`config.mk`:
```
export PLATFORM = sky130hd
export DESIGN_NAME = iu_special_state_regs
export DESIGN_NICKNAME = d
export VERILOG_FILES = /design/src/design/iu_special_pkg.sv /design/src/design/tmr_word.sv /design/src/design/iu_special_state_regs.sv
export VERILOG_INCLUDE_DIRS = /design/src /design/src/design
export SDC_FILE = /design/constraint.sdc
export NUM_CORES = 1
export LEC_CHECK = 0
export BUFFER_PORTS_ARGS = -buffer_cell sky130_fd_sc_hd__buf_2
export CORE_MARGIN = 2
export CORE_UTILIZATION = 29
export CTS_BUF_LIST = sky130_fd_sc_hd__clkbuf_4 sky130_fd_sc_hd__clkbuf_8 sky130_fd_sc_hd__clkbuf_16
export DETAILED_ROUTE_END_ITERATION = 10
export SLEW_MARGIN = 20
export SYNTH_ARGS = -nofsm -noshare
export SYNTH_HDL_FRONTEND = slang
export SYNTH_HIERARCHICAL = 1
export SYNTH_SLANG_ARGS = --single-unit
export TNS_END_PERCENT = 5
```
`constraint.sdc`:
```
create_clock -name clk_in -period 5.7 [get_ports clk_in]
set_input_delay 0.285 -clock clk_in [delete_from_list [all_inputs] [get_ports clk_in]]
set_output_delay 0.285 -clock clk_in [all_outputs]
set_load 0.03 [all_outputs]
```
`src/design/iu_special_regs.svh`:
```
`ifndef IU_SPECIAL_REGS_SVH
`define IU_SPECIAL_REGS_SVH

// ----------------------------------------------------------------
// Field positions
// ----------------------------------------------------------------
`define TBA_MSB 31
`define TBA_LSB 12
`define TRAP_CODE_MSB 11
`define TRAP_CODE_LSB 4
`define TBR_RSVD_MSB 3
`define TBR_RSVD_LSB 0

// ----------------------------------------------------------------
// Reset values and steps
// ----------------------------------------------------------------
`define CUR_ADDR_RESET 32'h0000_0000
`define NEXT_ADDR_RESET 32'h0000_0004
`define INSTR_STEP 32'h0000_0004
`define TBR_RSVD_VALUE 4'h0
`define RESET_TRAP_ADDR 32'h0000_0000

`endif

```
`src/design/iu_special_pkg.sv`:
```
package iu_special_pkg;

  // Special-register operation issued by the pipeline
  typedef enum logic [2:0] {
    op_none = 3'b000,
    read_hi_word_op = 3'b001,
    write_hi_word_op = 3'b010,
    read_trap_base_op = 3'b011,
    write_trap_base_op = 3'b100,
    multiply_op = 3'b101,
    multiply_step_op = 3'b110,
    divide_op = 3'b111
  } special_op_t;

  typedef logic [31:0] word_t;
  typedef logic [7:0] trap_code_t;

endpackage

```
`src/design/tmr_word.sv`:
```
// ----------------------------------------------------------------
// Triple-redundant word with majority vote
// ----------------------------------------------------------------
module tmr_word #(
  parameter int WIDTH = 32
) (
  // Clock
  input wire logic clk_in,
  // Write side
  input wire logic wr_en_in,
  input wire logic [WIDTH-1:0] wr_data_in,
  // Read side
  output logic [WIDTH-1:0] voted_out,
  output logic mismatch_out
);

  // No reset on purpose: the copies power up to whatever they hold and
  // the vote still yields a stable, readable value.
  logic [WIDTH-1:0] copy_a;
  logic [WIDTH-1:0] copy_b;
  logic [WIDTH-1:0] copy_c;

  function automatic logic [WIDTH-1:0] vote(input logic [WIDTH-1:0] a,
                                            input logic [WIDTH-1:0] b,
                                            input logic [WIDTH-1:0] c);
    vote = (a & b) | (a & c) | (b & c);
  endfunction

  always_ff @(posedge clk_in) begin
    if (wr_en_in) begin
      copy_a <= wr_data_in;
      copy_b <= wr_data_in;
      copy_c <= wr_data_in;
    end else begin
      // Scrub: an upset copy is repaired from the vote on the next edge
      copy_a <= vote(copy_a, copy_b, copy_c);
      copy_b <= vote(copy_a, copy_b, copy_c);
      copy_c <= vote(copy_a, copy_b, copy_c);
    end
  end

  assign voted_out = vote(copy_a, copy_b, copy_c);
  assign mismatch_out = (copy_a != copy_b) || (copy_b != copy_c);

endmodule

```
`src/design/iu_special_state_regs.sv`:
```
`include "iu_special_regs.svh"

module iu_special_state_regs (
  // Clock and reset
  input wire logic clk_in,
  input wire logic resetn_in,
  // Special-register operation from the pipeline
  input wire logic op_valid_in,
  input wire iu_special_pkg::special_op_t op_kind_in,
  input wire logic supervisor_in,
  input wire iu_special_pkg::word_t op_data_in,
  input wire iu_special_pkg::word_t product_hi_in,
  input wire logic multiply_step_bit_in,
  // Sequencing
  input wire logic advance_in,
  input wire iu_special_pkg::word_t branch_target_in,
  input wire logic branch_taken_in,
  input wire logic trap_in,
  input wire logic trap_is_reset_in,
  input wire iu_special_pkg::trap_code_t trap_code_in,
  input wire logic trap_return_in,
  input wire iu_special_pkg::word_t saved_cur_in,
  input wire iu_special_pkg::word_t saved_next_in,
  // Read result
  output logic rd_valid_out,
  output iu_special_pkg::word_t rd_data_out,
  output logic priv_trap_out,
  // Divide operand
  output iu_special_pkg::word_t dividend_hi_out,
  // Window save port
  output logic save_valid_out,
  output iu_special_pkg::word_t save_cur_out,
  output iu_special_pkg::word_t save_next_out,
  // Program counters and trap base
  output iu_special_pkg::word_t current_instr_addr_out,
  output iu_special_pkg::word_t next_instr_addr_out,
  output iu_special_pkg::word_t trap_base_out,
  output logic redundancy_error_out
);
  import iu_special_pkg::*;

  // ----------------------------------------------------------------
  // Decode
  // ----------------------------------------------------------------
  function automatic logic is_op(input logic valid, input special_op_t kind,
                                 input special_op_t want);
    is_op = valid && (kind == want);
  endfunction

  function automatic word_t trap_entry(input logic [19:0] base, input trap_code_t code);
    trap_entry = {base, code, `TBR_RSVD_VALUE};
  endfunction

  logic tbr_access;
  logic tbr_allowed;
  logic hi_write;
  logic tba_write;
  logic tt_write;

  assign tbr_access = is_op(op_valid_in, op_kind_in, read_trap_base_op) ||
                      is_op(op_valid_in, op_kind_in, write_trap_base_op);
  assign tbr_allowed = supervisor_in && !trap_in;
  assign hi_write = !trap_in && op_valid_in &&
                    (op_kind_in == write_hi_word_op || op_kind_in == multiply_op ||
                     op_kind_in == multiply_step_op);
  assign tba_write = is_op(op_valid_in, op_kind_in, write_trap_base_op) && tbr_allowed;
  assign tt_write = trap_in && !trap_is_reset_in;

  // ----------------------------------------------------------------
  // High-word register
  // ----------------------------------------------------------------
  word_t hi_word;
  word_t next_hi_word;
  logic hi_mismatch;

  always_comb begin
    next_hi_word = op_data_in;
    unique case (op_kind_in)
      multiply_op: next_hi_word = product_hi_in;
      // Each step shifts the low multiplier bit in from the top
      multiply_step_op: next_hi_word = {multiply_step_bit_in, hi_word[31:1]};
      default: next_hi_word = op_data_in;
    endcase
  end

  tmr_word #(.WIDTH(32)) hi_store (
    .clk_in(clk_in),
    .wr_en_in(hi_write),
    .wr_data_in(next_hi_word),
    .voted_out(hi_word),
    .mismatch_out(hi_mismatch)
  );

  assign dividend_hi_out = hi_word;

  // ----------------------------------------------------------------
  // Trap base register
  // ----------------------------------------------------------------
  logic [19:0] tba;
  trap_code_t trap_code;
  logic tba_mismatch;
  logic tt_mismatch;

  tmr_word #(.WIDTH(20)) tba_store (
    .clk_in(clk_in),
    .wr_en_in(tba_write),
    .wr_data_in(op_data_in[`TBA_MSB:`TBA_LSB]),
    .voted_out(tba),
    .mismatch_out(tba_mismatch)
  );

  // Software writes never reach this field; only a trap loads it
  tmr_word #(.WIDTH(8)) tt_store (
    .clk_in(clk_in),
    .wr_en_in(tt_write),
    .wr_data_in(trap_code_in),
    .voted_out(trap_code),
    .mismatch_out(tt_mismatch)
  );

  assign trap_base_out = trap_entry(tba, trap_code);
  assign redundancy_error_out = hi_mismatch || tba_mismatch || tt_mismatch;

  // ----------------------------------------------------------------
  // Program counters
  // ----------------------------------------------------------------
  word_t current_instr_addr;
  word_t next_instr_addr;
  word_t vector_addr;

  // The entry address uses the incoming code, not the stored one,
  // so the jump lands correctly in the same cycle the code is taken.
  assign vector_addr = trap_is_reset_in ? `RESET_TRAP_ADDR : trap_entry(tba, trap_code_in);

  always_ff @(posedge clk_in or negedge resetn_in) begin
    if (!resetn_in) begin
      current_instr_addr <= `CUR_ADDR_RESET;
      next_instr_addr <= `NEXT_ADDR_RESET;
    end else if (trap_in) begin
      current_instr_addr <= vector_addr;
      next_instr_addr <= vector_addr + `INSTR_STEP;
    end else if (trap_return_in) begin
      current_instr_addr <= saved_cur_in;
      next_instr_addr <= saved_next_in;
    end else if (advance_in) begin
      current_instr_addr <= next_instr_addr;
      next_instr_addr <= branch_taken_in ? branch_target_in
                                         : next_instr_addr + `INSTR_STEP;
    end
  end

  assign current_instr_addr_out = current_instr_addr;
  assign next_instr_addr_out = next_instr_addr;

  // ----------------------------------------------------------------
  // Window save port
  // ----------------------------------------------------------------
  always_ff @(posedge clk_in or negedge resetn_in) begin
    if (!resetn_in) begin
      save_valid_out <= 1'b0;
      save_cur_out <= 32'h0000_0000;
      save_next_out <= 32'h0000_0000;
    end else begin
      save_valid_out <= trap_in;
      if (trap_in) begin
        save_cur_out <= current_instr_addr;
        save_next_out <= next_instr_addr;
      end
    end
  end

  // ----------------------------------------------------------------
  // Read results and privilege check
  // ----------------------------------------------------------------
  always_ff @(posedge clk_in or negedge resetn_in) begin
    if (!resetn_in) begin
      rd_valid_out <= 1'b0;
      rd_data_out <= 32'h0000_0000;
      priv_trap_out <= 1'b0;
    end else begin
      rd_valid_out <= 1'b0;
      priv_trap_out <= tbr_access && !supervisor_in && !trap_in;
      if (is_op(op_valid_in, op_kind_in, read_hi_word_op) && !trap_in) begin
        rd_valid_out <= 1'b1;
        rd_data_out <= hi_word;
      end else if (is_op(op_valid_in, op_kind_in, read_trap_base_op) && tbr_allowed) begin
        rd_valid_out <= 1'b1;
        rd_data_out <= trap_entry(tba, trap_code);
      end
    end
  end
endmodule

```
==> results.txt <==
top cell type by total area after synthesis: dfrtp_1
Mapped Avg Cell Area: 10.4 um^2
Initial Util: 29.5%
CTS resizes: 0
Cell Pwr Density: 338 nW/um^2
switching power: 1600 uW
synth top area cells: dfrtp_1 (36%), edfxtp_1 (16%), mux2_2 (6.7%)
Synth warnings: 6
Post-Syn Area: 11100 um^2
Worst EP required: 6120 ps
core area: 37800 um^2
#FFs+latches synth: 223
final core occ: 39.0%
Reg area: 5880 um^2
status: finished, final reports clean
total track usage: 20.9%
CTS root buf: clkbuf_16
Crit Path Category: reg -> reg
global-route wire length before repair: 62800 um
Multi-input gate area: 4860 um^2
Most used DFF post-synth: dfrtp_1
routability-driven placement congestion ratio: 0.892
largest net degree at the start of global routing: 115
final setup TNS: 0 ps
Final Max Slew Viols: 0
Worst Path Arrival: 3030 ps
most frequent cell after synthesis: nand2_1
Worst VDD drop: 0.000221 V
Die W: 200 um
Comb power frac: 21.8%
Num CTS Buffers: 28
Int Power: 3380 uW
busiest grt layer: met2
Min-Delay Path Class: in -> reg
share of cells above drive strength 1: 40.5%
detailed-route via count: 10100
final total power: 4980 uW
row count: 71
synth-to-layout area growth: 32.3%
worst hold slack: 34.5 ps
Hold Fails Final Rpt: 0
ANT nets after route: 0
Post-synth ARST share: 73.1%
clock buffer depth: 3
Rel. slew slack: 29.3%
Tmin final: 2600 ps
final setup vio count: 0
Max-Cap Viols: 0
Worst Setup End Kind: flip-flop
Clock power frac: 38.0%
antenna violations before repair: 14
Slew @ Worst Pin: 1060 ps
Seq/Total Area, Yosys: 52.9%
sw frac: 32.2%
worst skew pair latency: 550 ps
Die Ht: 200 um
Synth top area share: 36.4%
Peak Freq: 384 MHz
Tcrit/Tclk final: 45.7%
met1 usage: 27.6%
CTS tree: done
Final Routed Wirelength: 43000 um
Die Area: 39900 um^2
GR Util met3: 4.67%
Congestion Overflow GR: 0
Netlist cell types: 69
per-cell routed wire length: 21.7 um
final worst slack: 3100 ps
startpoint class of the critical path: flip-flop
Post-synth EDFFs: 60
vias in the first global route: 9876
Cells after Synth: 1067
Worst Path Max Fanout: 13
dpl hpwl: 31900 um
RSZ-0062 raised after global routing: no
drt pass-1 iters: 5
share of power burned in registers: 40.2%
vias per std cell: 5.09
initial DRC count: 678
Nets: 1624
Port Buffers: 403
clock net sink count: 223
Synth top cells by count: nand2_1 (164), dfrtp_1 (162), mux2_2 (66), o21ai_0 (66), edfxtp_1 (60)
DP Worst Slack: 2730 ps
met2 usage: 34.7%
Leak: 0.00670 uW
# fillers: 3780
Setup Skew: 18.0 ps
Worst-path clk slew: 60 ps
drt drc: 0
# IOs: 409
number of H-tree levels: 1
through the flow:
stage,instance area [um^2],instances
detailed placement,13600,1911
finish,14700,1979
CTS,14700,1973
global placement,13600,1911
global route,14700,1977
floorplan,11100,1070
flip-flops by register name, indices dropped and copies added, names as in the netlist, 8 cells and up:
register                flops
rd_data_out                32
save_cur_out               32
hi_store/copy_b            32
tba_store/copy_b           20
tt_store/copy_b             8
current_instr_addr_out     32
save_next_out              32
next_instr_addr_out        32
power by group through the flow:
| stage | Combinational [uW] | Clock [uW] | Sequential [uW] |
|---|---|---|---|
| after floorplan | 337 | 0 | 2340 |
| after global placement | 1070 | 0 | 2030 |
| after detailed placement | 1090 | 0 | 2030 |
| after CTS | 1100 | 1950 | 2000 |
| after global routing | 1170 | 2000 | 2030 |
| final | 1090 | 1890 | 2000 |
worst paths after layout:
check / cells after the start / startpoint / slack, ps / to
setup / recovery: 5 / next_instr_addr_out[4] / 3100 / next_instr_addr_out[29]
hold / removal: 2 / op_data_in[27] / 30 / tba_store/copy_b[15]
setup reg to reg: 5 / next_instr_addr_out[4] / 3100 / next_instr_addr_out[29]
hold reg to reg: 2 / rd_data_out[4] / 470 / rd_data_out[4]
max in group asynchronous: 3 / resetn_in / 4470 / save_next_out[9]
min in group asynchronous: 2 / resetn_in / 220 / rd_data_out[3]
cells by family after synthesis:
family | Yosys count | share of synthesized area, %
buffers and inverters | 100 | 4.04
flip-flops | 223 | 52.9
adder cells (fa/ha/maj) | 1 | 0.112
multiplexers | 121 | 11.6
AND/OR/NAND/NOR | 366 | 16.2
other | 4 | 0.135
AO/OA/AOI/OAI | 243 | 14.3
XOR/XNOR | 9 | 0.709
worst max-delay path, cell delays in order, from the launching register on:
cell and delay (ps):
dfrtp_1 640, nand3_1 310, or4_1 800, or2_1 380, o311ai_1 240, a211oi_1 110
layer usage:
layer	up-vias	wire length [um]
met4	12	1030
li1	4572	-
met1	5002	18100
met3	66	3190
met2	417	20700
met5	-	88
cells in the final DEF, fill, tap and decap left out, types with 8 or more instances in the layout:
cell type        n
buf_2          401
nand2_1        164
dfrtp_1        162
o21ai_0         66
mux2_2          66
edfxtp_1        60
a21oi_1         56
nor2_1          55
mux2i_1         55
a22oi_1         49
and2_2          43
clkbuf_16       30
nand3_1         20
and2_1          18
buf_4           17
dlygate4sd3_1   11
inv_1           10
a22o_1          10
nor3_1           9
xnor2_1          8
a221oi_1         8
clkbuf_8         8
final cells by class:
class / count / area share (%)
inverters: 11 / 0.280
well taps: 511 / 4.34
clock inverters: 10 / 0.833
diodes: 5 / 0.0850
multi-input cells: 747 / 33.0
clock buffers: 41 / 5.96
flip-flops and latches: 223 / 39.9
repair buffers: 431 / 15.5
what timing repair did:
item | in CTS | in global routing
hold buffers | 11 | 0
endpoints found under the hold margin | 122 | 0
setup buffers | 0 | 0
Note: power is estimated with default switching activity, not from simulation.
